<file path="src/logic/uim_map.vh">
// Register map, field positions and reset values for the UART interrupt mask gate
//
// Function
// - Reading the mask register returns the seven held enable bits.
// - A source with enable bit 1 passes its raw condition to the output.
// - A source with enable bit 0 is blocked from the output.
// - Transmit enable sits at bit 5, read/write, resets to 0.
// - Receive enable sits at bit 4, read/write, resets to 0.
// - Bits 31:11 and 3:0 reserved; device reads zero, software preserves them.
`ifndef UIM_MAP_VH
`define UIM_MAP_VH

// ****************************************
// Register offsets
// ****************************************
`define UIM_OFS_MASK 12'h038
`define UIM_OFS_ISTAT 12'h040
`define UIM_OFS_IMASK 12'h044
`define UIM_ADDR_W 12

// ****************************************
// Mask field layout
// ****************************************
`define UIM_SRC_N 7
`define UIM_FIELD_LSB 4
`define UIM_FIELD_MSB 10
`define UIM_BIT_RX 4
`define UIM_BIT_TX 5
`define UIM_BIT_RT 6
`define UIM_BIT_FE 7
`define UIM_BIT_PE 8
`define UIM_BIT_BE 9
`define UIM_BIT_OE 10
`define UIM_MASK_RST 7'h00

// ****************************************
// Own interrupt status layout
// ****************************************
`define UIM_EV_N 2
`define UIM_EV_RISE 0
`define UIM_EV_WRITE 1
`define UIM_EV_RST 2'h0

// ****************************************
// Bus encodings
// ****************************************
`define UIM_HTRANS_NONSEQ 1'b1

`endif

</file>
<file path="src/logic/uim_gate.v">
// Per-source AND gate with registered output
`timescale 1ns/1ps
`include "uim_map.vh"

module uim_gate (
  clock,
  reset_n,
  raw_in,
  enable,
  gated_r
);
  input wire clock;
  input wire reset_n;
  input wire [`UIM_SRC_N-1:0] raw_in;
  input wire [`UIM_SRC_N-1:0] enable;
  output reg [`UIM_SRC_N-1:0] gated_r;

  genvar gi;
  generate
    for (gi = 0; gi < `UIM_SRC_N; gi = gi + 1) begin : g_src
      always @(posedge clock) begin
        if (!reset_n) begin
          gated_r[gi] <= 1'b0;
        end else begin
          gated_r[gi] <= raw_in[gi] & enable[gi];
        end
      end
    end
  endgenerate
endmodule

</file>
<file path="src/logic/uim_top.v">
// UART interrupt mask register with AHB-Lite slave and masked source outputs
`timescale 1ns/1ps
`include "uim_map.vh"

module uim_top (
  clock,
  reset_n,
  hsel,
  haddr,
  htrans,
  hwrite,
  hsize,
  hwdata,
  hready,
  hrdata,
  hreadyout,
  hresp,
  raw_irq,
  masked_irq,
  irq
);
  input wire clock;
  input wire reset_n;
  input wire hsel;
  input wire [31:0] haddr;
  input wire [1:0] htrans;
  input wire hwrite;
  input wire [2:0] hsize;
  input wire [31:0] hwdata;
  input wire hready;
  output reg [31:0] hrdata;
  output reg hreadyout;
  output reg hresp;
  input wire [`UIM_SRC_N-1:0] raw_irq;
  output wire [`UIM_SRC_N-1:0] masked_irq;
  output reg irq;

  // ****************************************
  // Synchronise raw sources
  // ****************************************
  // Raw flags may come from another UART clock region; two stages first.
  reg [`UIM_SRC_N-1:0] raw_s1_r;
  reg [`UIM_SRC_N-1:0] raw_s2_r;
  reg [`UIM_SRC_N-1:0] raw_d_r;
  always @(posedge clock) begin
    if (!reset_n) begin
      raw_s1_r <= {`UIM_SRC_N{1'b0}};
      raw_s2_r <= {`UIM_SRC_N{1'b0}};
      raw_d_r <= {`UIM_SRC_N{1'b0}};
    end else begin
      raw_s1_r <= raw_irq;
      raw_s2_r <= raw_s1_r;
      raw_d_r <= raw_s2_r;
    end
  end

  // ****************************************
  // Bus address phase capture
  // ****************************************
  reg wr_pend_r;
  reg [`UIM_ADDR_W-1:0] wr_addr_r;
  reg [`UIM_SRC_N-1:0] mask_r;
  reg [`UIM_EV_N-1:0] istat_r;
  reg [`UIM_EV_N-1:0] imask_r;
  wire bus_go;
  wire [`UIM_ADDR_W-1:0] a_ofs;
  assign bus_go = hsel & htrans[1] & hready;
  assign a_ofs = haddr[`UIM_ADDR_W-1:0];

  function [31:0] rd_mux;
    input [`UIM_ADDR_W-1:0] ofs;
    input [`UIM_SRC_N-1:0] m;
    input [`UIM_EV_N-1:0] st;
    input [`UIM_EV_N-1:0] im;
    begin
      rd_mux = 32'h0000_0000;
      case (ofs)
        `UIM_OFS_MASK: rd_mux[`UIM_FIELD_MSB:`UIM_FIELD_LSB] = m;
        `UIM_OFS_ISTAT: rd_mux[`UIM_EV_N-1:0] = st;
        `UIM_OFS_IMASK: rd_mux[`UIM_EV_N-1:0] = im;
        default: rd_mux = 32'h0000_0000;
      endcase
    end
  endfunction

  wire rd_go;
  wire wr_done;
  wire [`UIM_EV_N-1:0] ev;
  assign rd_go = bus_go & ~hwrite;
  assign wr_done = wr_pend_r;
  assign ev[`UIM_EV_RISE] = |(raw_s2_r & ~raw_d_r & mask_r);
  assign ev[`UIM_EV_WRITE] = wr_done & (wr_addr_r == `UIM_OFS_MASK);

  // ****************************************
  // Registers
  // ****************************************
  always @(posedge clock) begin
    if (!reset_n) begin
      wr_pend_r <= 1'b0;
      wr_addr_r <= {`UIM_ADDR_W{1'b0}};
      mask_r <= `UIM_MASK_RST;
      istat_r <= `UIM_EV_RST;
      imask_r <= `UIM_EV_RST;
      hrdata <= 32'h0000_0000;
      hreadyout <= 1'b1;
      hresp <= 1'b0;
      irq <= 1'b0;
    end else begin
      wr_pend_r <= bus_go & hwrite;
      if (bus_go) begin
        wr_addr_r <= a_ofs;
      end
      if (wr_done && wr_addr_r == `UIM_OFS_MASK) begin
        // Reserved bits are dropped on write
        mask_r <= hwdata[`UIM_FIELD_MSB:`UIM_FIELD_LSB];
      end
      if (wr_done && wr_addr_r == `UIM_OFS_IMASK) begin
        imask_r <= hwdata[`UIM_EV_N-1:0];
      end
      // Read clears, but a new event in the same cycle survives
      if (rd_go && a_ofs == `UIM_OFS_ISTAT) begin
        istat_r <= ev;
      end else begin
        istat_r <= istat_r | ev;
      end
      hrdata <= rd_go ? rd_mux(a_ofs, mask_r, istat_r, imask_r) : 32'h0000_0000;
      hreadyout <= 1'b1;
      hresp <= 1'b0;
      irq <= |(istat_r & imask_r);
    end
  end

  // ****************************************
  // Masked source outputs
  // ****************************************
  uim_gate u_gate (
    .clock(clock),
    .reset_n(reset_n),
    .raw_in(raw_s2_r),
    .enable(mask_r),
    .gated_r(masked_irq)
  );
endmodule

</file>
<file path="config.mk">
export PLATFORM = sky130hd
export DESIGN_NAME = uim_top
export DESIGN_NICKNAME = d
export VERILOG_FILES = /design/src/logic/uim_gate.v /design/src/logic/uim_top.v
export VERILOG_INCLUDE_DIRS = /design/src /design/src/logic
export SDC_FILE = /design/constraint.sdc
export NUM_CORES = 1
export LEC_CHECK = 0
export ABC_AREA = 1
export BUFFER_PORTS_ARGS = -buffer_cell sky130_fd_sc_hd__buf_4
export CAP_MARGIN = 20
export CORE_MARGIN = 2
export CORE_UTILIZATION = 30
export CTS_BUF_LIST = sky130_fd_sc_hd__clkbuf_8
export DETAILED_ROUTE_END_ITERATION = 16
export GPL_TIMING_DRIVEN = 0
export SLEW_MARGIN = 20
export SYNTH_ARGS = -nofsm -noshare
export SYNTH_HDL_FRONTEND = slang
export SYNTH_HIERARCHICAL = 1
export SYNTH_SLANG_ARGS = --single-unit
</file>
<file path="constraint.sdc">
create_clock -name clock -period 1.6 [get_ports clock]
set_input_delay 0.08 -clock clock [delete_from_list [all_inputs] [get_ports clock]]
set_output_delay 0.08 -clock clock [all_outputs]
set_load 0.005 [all_outputs]
</file>
==> results of run 1 <==
[logic make-up (layout without fill, tap and decap cells)]
logic type	count (synthesis)	in the layout	synth area share, %
and+or+nand+nor	131	131	24.16
DFF	62	62	50.36
buffers and inverters	84	157	17.72
other	2	25	0.3047
AOI/OAI and AO/OA	36	36	7.462
[what timing repair did]
| action | 4_1_cts | 5_1_grt |
|---|---|---|
| buffers inserted | 0 | 0 |
| hold endpoints to repair | 7 | 0 |
| hold buffers | 7 | 0 |
[final cells by class]
cell class,count,area share [%]
plain buffers,34,7.406
clock buffers,12,4.913
clock inverters,4,2.047
inverters,50,5.582
multi-input cells,192,25.98
flip-flops and latches,62,36.92
well taps,105,3.908
repair buffers,57,13.25
[metrics by stage]
stage	cells	util [%]	worst slack, ps	cell area (um^2)	hold WS (ps)
floorplan	338	-	545.9	2551	177.6
global placement	493	37.79	395.8	3058	268.5
detailed placement	493	37.79	395.6	3058	265.4
CTS	516	41.54	378.3	3362	2.982
global route	516	41.54	299.1	3362	8.353
finish	516	41.54	385.7	3362	14.75
[worst reg2reg max path, stage by stage (launching register included)]
cell	delay [ps]
dfxtp_1	320
nor2_2	180
nand3_2	110
nor2_4	160
buf_6	160
nand3b_1	80
nand2_1	60
nor2_1	40
[routing by layer]
metal	wire length (um)	track usage, %
met5	0	0
met3	360	3.831
met4	123	7.126
met2	2338	19.86
met1	2213	14.05
[power by group]
| part | leakage [nW] | internal [mW] | switching (mW) | total [mW] |
|---|---|---|---|---|
| combinational | 0.999 | 0.144 | 0.128 | 0.272 |
| sequential | 0.504 | 1.58 | 0.0162 | 1.60 |
| clock | 0.124 | 0.997 | 0.567 | 1.56 |
| total | 1.63 | 2.72 | 0.711 | 3.43 |
[cell usage in the layout (no fill, tap or decap), types with 7 or more instances in the layout]
cell           instances
conb_1                25
a21oi_1               25
nand3_1               14
nand3b_1               9
o21ai_0               10
buf_4                 75
nand2_1               59
inv_1                 46
dfxtp_1               62
dlygate4sd3_1          7
nor2_1                39
clkbuf_8              12
[how the worst max path moves through the flow]
stage	start	to	slack (ps)	cells after the start
after floorplan	wr_addr_r[0]	mask_r[4]	550	7
after global placement	wr_addr_r[0]	mask_r[5]	400	7
after detailed placement	wr_addr_r[0]	mask_r[5]	400	7
after CTS	wr_addr_r[0]	mask_r[5]	380	7
after global routing	wr_addr_r[0]	mask_r[4]	300	7
final	wr_addr_r[0]	mask_r[5]	390	7
[sequential cells by signal, indices dropped and copies added, names as in the netlist]
name / flops
hrdata: 9
imask_r: 2
irq: 1
istat_r: 2
mask_r: 7
raw_d_r: 7
raw_s1_r: 7
raw_s2_r: 7
u_gate/gated_r: 7
wr_addr_r: 12
wr_done: 1
==> metrics.csv, run 1 <==
metric,value,unit
status,completed,
initial antenna violation count,0,
crit-path cells,nor2_2 > nand3_2 > nor2_4 > buf_6 > nand3b_1 > nand2_1 > nor2_1,
I/O pin total,123,
Main synth FF type,dfxtp_1,
synth top area cells,"dfxtp_1 50%, nand2_1 9.0%, buf_4 7.6%",
clock slew at reported path FFs,70,ps
hold path cells,3,
first-pass GRT wire length,8.162,mm
hpwl dp,3.795,mm
CTS resizes,0,
Synth top area share,50.36,%
largest net degree at the start of global routing,11,
row cnt,33,
Clock Latency Late Sink,330,ps
Pwr Density,1021,nW/um^2
FF-to-FF Start,wr_addr_r[0],
most frequent cell after synthesis,dfxtp_1,
final net count,487,
Starting DRT DRC Count,62,
Clock Sinks,62,
Post-synth EDFFs,0,
maximum vdd drop,0.6064,mV
Cell variety after synth,25,
via count,2010,
worst hold start,hwrite,
CTS H-tree depth,3,
sum of buffers and inverters on the critical path,1,
CTS Buf Count,9,
worst stage delay on the critical path,320,ps
Overall Power,3.432,mW
GRT Residual Overflow,0,
ANT nets after route,0,
CTS tree,yes,
Inserted Diodes,0,
crit path DAT,1440,ps
Layout Skew,4.489,ps
register-to-register setup slack,390,ps
vias in the first global route,1845,
Layout fillers,861,
Reg area,1241,um^2
max_cap viols,0,
Total Wirelength,5.034,mm
clk buf depth,2,
Max Transition Viols Final,0,
Crit. End Element,flop,
Mapped Area,2465,um^2
footprint of the multi-input gates,873.3,um^2
Top delay family on crit path,simple AND/OR/NAND/NOR gates,
die height,94.65,um
layout cell share with drive strength beyond 1,26.52,%
P_leak,1.627,nW
R2R cell count,7,
slowest cell on the critical path,dfxtp_1,
Residual DRC,0,
data required time of the critical path,1830,ps
Post-synth top cells,"62 x dfxtp_1, 59 x nand2_1, 45 x inv_1, 39 x nor2_1",
Hold/Removal Path Class,input pin to flop,
fin crit share,75.89,%
Avg WL per Cell,9.756,um
Setup crit start kind,flop,
Setup TNS,0,ps
DR pass1 iterations,4,
Die X,94.65,um
Area Growth Syn to Fin,36.40,%
IO buf count,50,
Post-Syn Area per Cell,7.825,um^2
post-route minimum period,1214,ps
Final Setup Violations,0,
gp weighted congestion,0.8398,
maximum clock frequency,0.8235,GHz
share of synthesized registers carrying an async set or reset,0,%
post-synth top area cell,dfxtp_1,
core area,8093,um^2
YS warnings,6,
worst r2r dst,mask_r[5],
vias per cell,3.895,
count of final hold-check violations,0,
unrepaired setup endpoints after global routing,no,
crit-path max FO,10,
die area,8958,um^2
cells after synthesis,315,
Starting Density,30.46,%
Hold Crit Endpoint,wr_done,
All-Layer GR Usage,12.20,%
critical path class,flop to flop,
clock root buffer,clkbuf_8,
post-synthesis sequential area ratio,50.36,%
Yosys reg bits,62,
Power figures use the tool's default switching activity.
==> run 2: changes to the inputs <==
- clock period: 1.6 -> 1.26 ns (I/O delays scaled with it)
==> run 2 against run 1 <==
First-iteration DRC count up 3.2%. Utilization up 0.53 points. Clock skew up 0.67 ps. Clock-buffer cell count unchanged. Global-route usage up 0.10 points. Register-to-register slack worse by 310 ps. Worst setup slack worse by 370 ps. Cell count up 0.58%. Critical path depth down 1. Wire length up 1.8%. Worst hold slack better by 16 ps. Largest cell class unchanged.
==> metrics.csv, run 2 (synthesis gave the netlist of run 1 again) <==
metric,value,unit
max_cap viols,0,
clock slew at reported path FFs,70,ps
crit-path cells,dlygate4sd3_1 > buf_4 > nor2_2 > nor3b_1 > nand3_1 > a21oi_1,
Layout Skew,5.156,ps
Area Growth Syn to Fin,38.12,%
Largest regs,"wr_addr_r (12), hrdata (9)",
worst hold start,haddr[11],
DR pass1 iterations,5,
sum of buffers and inverters on the critical path,2,
row cnt,33,
crit-path max FO,2,
Top delay family on crit path,buffers and inverters,
data required time of the critical path,1520,ps
Starting DRT DRC Count,64,
max reg flops,12,
placed cells,493,
count of final hold-check violations,0,
Largest Register,wr_addr_r,
Crit. End Element,flop,
P_leak,1.642,nW
slowest cell on the critical path,dlygate4sd3_1,
Starting Density,30.46,%
vias in the first global route,1859,
largest net degree at the start of global routing,11,
critical path class,input pin to flop,
CTS tree,yes,
CTS H-tree depth,3,
post-route minimum period,1245,ps
maximum vdd drop,0.7705,mV
initial antenna violation count,0,
layout cell share with drive strength beyond 1,27.05,%
Setup crit start kind,input pin,
crit path DAT,1510,ps
most frequent cells in the layout,"75 x buf_4, 62 x dfxtp_1, 59 x nand2_1, 46 x inv_1, 36 x nor2_1",
"commonest non-fill, non-tap cell in the layout",buf_4,
Overall Power,4.371,mW
Layout fillers,856,
fin crit share,98.80,%
Residual DRC,0,
Final Setup Violations,0,
vias per cell,3.925,
hpwl dp,3.795,mm
clk buf depth,2,
clock root buffer,clkbuf_8,
core area,8093,um^2
Total Wirelength,5.123,mm
die area,8958,um^2
first-pass GRT wire length,8.238,mm
unrepaired setup endpoints after global routing,yes,
GRT Residual Overflow,0,
maximum clock frequency,0.8033,GHz
CTS Buf Count,9,
IO buf count,50,
final net count,490,
Inserted Diodes,0,
fin util,42.07,%
Place WS,55.60,ps
All-Layer GR Usage,12.30,%
FF-to-FF Start,wr_addr_r[0],
ANT nets after route,0,
I/O pin total,123,
worst stage delay on the critical path,550,ps
Setup crit start,haddr[0],
Pwr Density,1284,nW/um^2
Finished Layout Cells,519,
Hold/Removal Path Class,input pin to flop,
gp weighted congestion,0.8398,
Max Transition Viols Final,0,
post-CTS setup buffers,0,
footprint of the multi-input gates,885.9,um^2
Reg area,1241,um^2
Die X,94.65,um
Setup WS post-layout,15.16,ps
Clock Sinks,62,
die height,94.65,um
status,completed,
Avg WL per Cell,9.871,um
Clock Latency Late Sink,330,ps
via count,2037,
==> run 2: cell count changes in the layout (fill, tap and decap cells not counted) <==
cell and delta:
nor2_4 +1, dlygate4sd3_1 +3, nor2_1 -3, nor2_2 +2
==> run 2: area by class of cell <==
type                    instances  area share [%]
repair buffers                 60           13.97
clock buffers                  12           4.851
well taps                     105           3.859
flip-flops and latches         62           36.46
multi-input cells             192           26.02
clock inverters                 4           2.021
inverters                      50           5.513
plain buffers                  34           7.313
==> run 2: where the power goes <==
group	switching [mW]	internal [mW]	leakage, nW	total, mW
registers	0.0213	2.01	0.504	2.03
clock network	0.721	1.27	0.124	1.99
logic	0.167	0.190	1.01	0.357
total	0.909	3.46	1.64	4.37
==> run 2: stage by stage <==
stage	cell area (um^2)	hold WS [ps]	setup TNS (ps)
finish	3405	30.39	0
detailed placement	3058	248.4	0
global placement	3058	251.5	0
global route	3405	25.08	-3.913
floorplan	2551	160.6	0
CTS	3392	23.95	0
==> run 2: worst register-to-register path, stage by stage, from the launching register on <==
cell and delay [ps]:
dfxtp_1 330, nor2_4 140, nand3_2 90, nor2_4 160, buf_6 160, nand3b_1 80
nand2_1 60, nor2_1 40
==> run 2: final timing paths <==
check / to / slack [ps] / cells past startpoint
setup / recovery: hrdata[1] / 20 / 6
hold / removal: wr_addr_r[11] / 30 / 3
setup reg to reg: mask_r[5] / 80 / 7
hold reg to reg: raw_s2_r[1] / 410 / 2
==> run 2: what timing repair did <==
| item | in CTS | in global routing |
|---|---|---|
| hold buffers | 10 | 0 |
| setup endpoints to repair | 0 | 9 |
| gates resized for setup | 0 | 4 |
| endpoints found under the hold margin | 10 | 0 |
==> run 2: layer usage <==
layer / wire length [um] / track usage, % / part of all wire, %
met4: 130 / 7.126 / 2.5
met5: 0 / 0 / 0
met3: 363 / 3.831 / 7.1
met1: 2227 / 14.15 / 43
met2: 2402 / 20.09 / 47
==> run 3: changes to the inputs <==
- PLACE_DENSITY: default -> 0.54
- RECOVER_POWER: default -> 50
- SETUP_SLACK_MARGIN: default -> 0.4
==> run 3 against run 2 <==
First-iteration DRC count increased by 20%. Wire length increased by 3.9%. Combinational power increased by 6.4%. Sequential share of layout area decreased by 0.58 points. Via count increased by 1.9%. Worst setup slack improved by 100 ps. Clock skew increased by 3.2 ps. Critical path type is now flop to flop. Power decreased by 3.5%.
==> metrics.csv, run 3 (synthesis gave the netlist of run 1 again) <==
metric,value,unit
Logic pwr share,9.0,%
Setup WS post-layout,119.2,ps
Crit. End Element,flop,
maximum clock frequency,0.8766,GHz
DR pass1 iterations,4,
All-Layer GR Usage,12.72,%
Internal,3.230,mW
max_cap viols,0,
final net count,498,
hold path cells,3,
share of total power in the clock network,43.0,%
crit-path max FO,5,
Layout fillers,850,
Setup TNS,0,ps
hpwl dp,3.827,mm
Avg WL per Cell,10.10,um
IO buf count,50,
clk buf depth,2,
initial antenna violation count,0,
ANT nets after route,0,
Layout Skew,8.383,ps
vias per cell,3.939,
Clock Latency Late Sink,340,ps
Hold/Removal Path Class,input pin to flop,
max reg flops,12,
GRT Residual Overflow,0,
Residual DRC,0,
die area,8958,um^2
P_leak,1.694,nW
Starting Density,30.46,%
first-pass GRT wire length,8.583,mm
Final Setup Violations,0,
fin crit share,90.54,%
CTS H-tree depth,3,
Total Wirelength,5.321,mm
Place WS,54.59,ps
Starting DRT DRC Count,77,
clock slew at reported path FFs,70,ps
count of final hold-check violations,0,
core area,8093,um^2
Switching Fraction,23.40,%
most frequent cells in the layout,"68 x buf_4, 59 x nand2_1, 45 x inv_1, 42 x dfxtp_1, 36 x nor2_1",
vias in the first global route,1909,
"commonest non-fill, non-tap cell in the layout",buf_4,
Clock Sinks,62,
Largest Register,wr_addr_r,
layout cell share with drive strength beyond 1,33.41,%
I/O pin total,123,
die height,94.65,um
Largest regs,"wr_addr_r (12), hrdata (9)",
clock root buffer,clkbuf_8,
R2R cell count,7,
post-route minimum period,1141,ps
Overall Power,4.217,mW
Area Growth Syn to Fin,43.76,%
via count,2076,
maximum vdd drop,0.4993,mV
Net Sw Power,0.9869,mW
critical path class,flop to flop,
Pwr Density,1190,nW/um^2
sequential fraction of design power,48.0,%
largest net degree at the start of global routing,12,
status,completed,
crit path DAT,1380,ps
Die X,94.65,um
Max Transition Viols Final,0,
gp weighted congestion,0.7612,
CTS tree,yes,
data required time of the critical path,1490,ps
CTS Buf Count,9,
unrepaired setup endpoints after global routing,yes,
Inserted Diodes,0,
row cnt,33,
Setup crit start kind,flop,
run 3: cell count changes in the layout (fill, tap and decap cells not counted), sizes merged:
cell | before | now
clkbuf | 15 | 19
buf | 81 | 83
clkinvlp | 0 | 2
bufinv | 2 | 1
clkinv | 1 | 0
dlygate4sd3 | 10 | 11
inv | 51 | 52
run 3: final cells by class:
class	count	area, um^2	share of cell area, %
multi-input combinational	192	924.6	26.09
inverter	50	187.7	5.297
tap	105	131.4	3.708
sequential	62	1271	35.88
timing repair buffer	68	573.1	16.17
clock buffer	11	151.4	4.273
clock inverter	5	57.56	1.624
buffer	34	246.5	6.956
run 3: routing by layer:
layer	track usage (%)	part of all wire (%)	wire length (um)	vias to the layer above
li1	-	-	-	1116
met1	14.24	45	2394	900
met2	21.69	48	2560	49
met3	3.192	4.4	233	11
met4	7.609	2.5	133	0
met5	0	0	0	-
run 3: repair_timing:
| action | in CTS | in global routing |
|---|---|---|
| hold endpoints to repair | 13 | 0 |
| setup buffers | 4 | 2 |
| hold buffers | 11 | 0 |
| gates resized for setup | 9 | 36 |
| setup endpoints to repair | 11 | 20 |
| pin swaps | 9 | 13 |
| cloned | 1 | 0 |
run 3: power by group through the flow:
stage | registers [mW] | clock network [mW] | logic [mW]
global route | 2.03 | 1.95 | 0.424
finish | 2.02 | 1.81 | 0.380
floorplan | 2.07 | 0 | 0.207
CTS | 2.03 | 1.85 | 0.368
detailed placement | 2.07 | 0 | 0.327
global placement | 2.07 | 0 | 0.323
run 3: final timing paths:
| path | start | end | slack, ps |
|---|---|---|---|
| worst max-delay path | wr_addr_r[0] | mask_r[4] | 120 |
| worst min-delay path | haddr[10] | wr_addr_r[10] | 20 |
| worst max register to register | wr_addr_r[0] | mask_r[4] | 120 |
| worst min register to register | raw_s1_r[0] | raw_s2_r[0] | 410 |
run 3: stage by stage:
step	cells	cell area, um^2	hold WS (ps)	utilization, %
floorplan	338	2556	160.6	-
global placement	493	3063	244.9	37.85
detailed placement	493	3063	247.9	37.85
CTS	525	3448	9.569	42.61
global route	527	3543	43.22	43.78
finish	527	3543	17.89	43.78
run 3: worst max-delay path, stage by stage (launching register included):
cell	delay [ps]
dfxtp_2	330
nor2_4	120
nand3_2	90
nor2_4	170
buf_6	150
nand3b_1	70
nand2_1	60
nor2_1	40
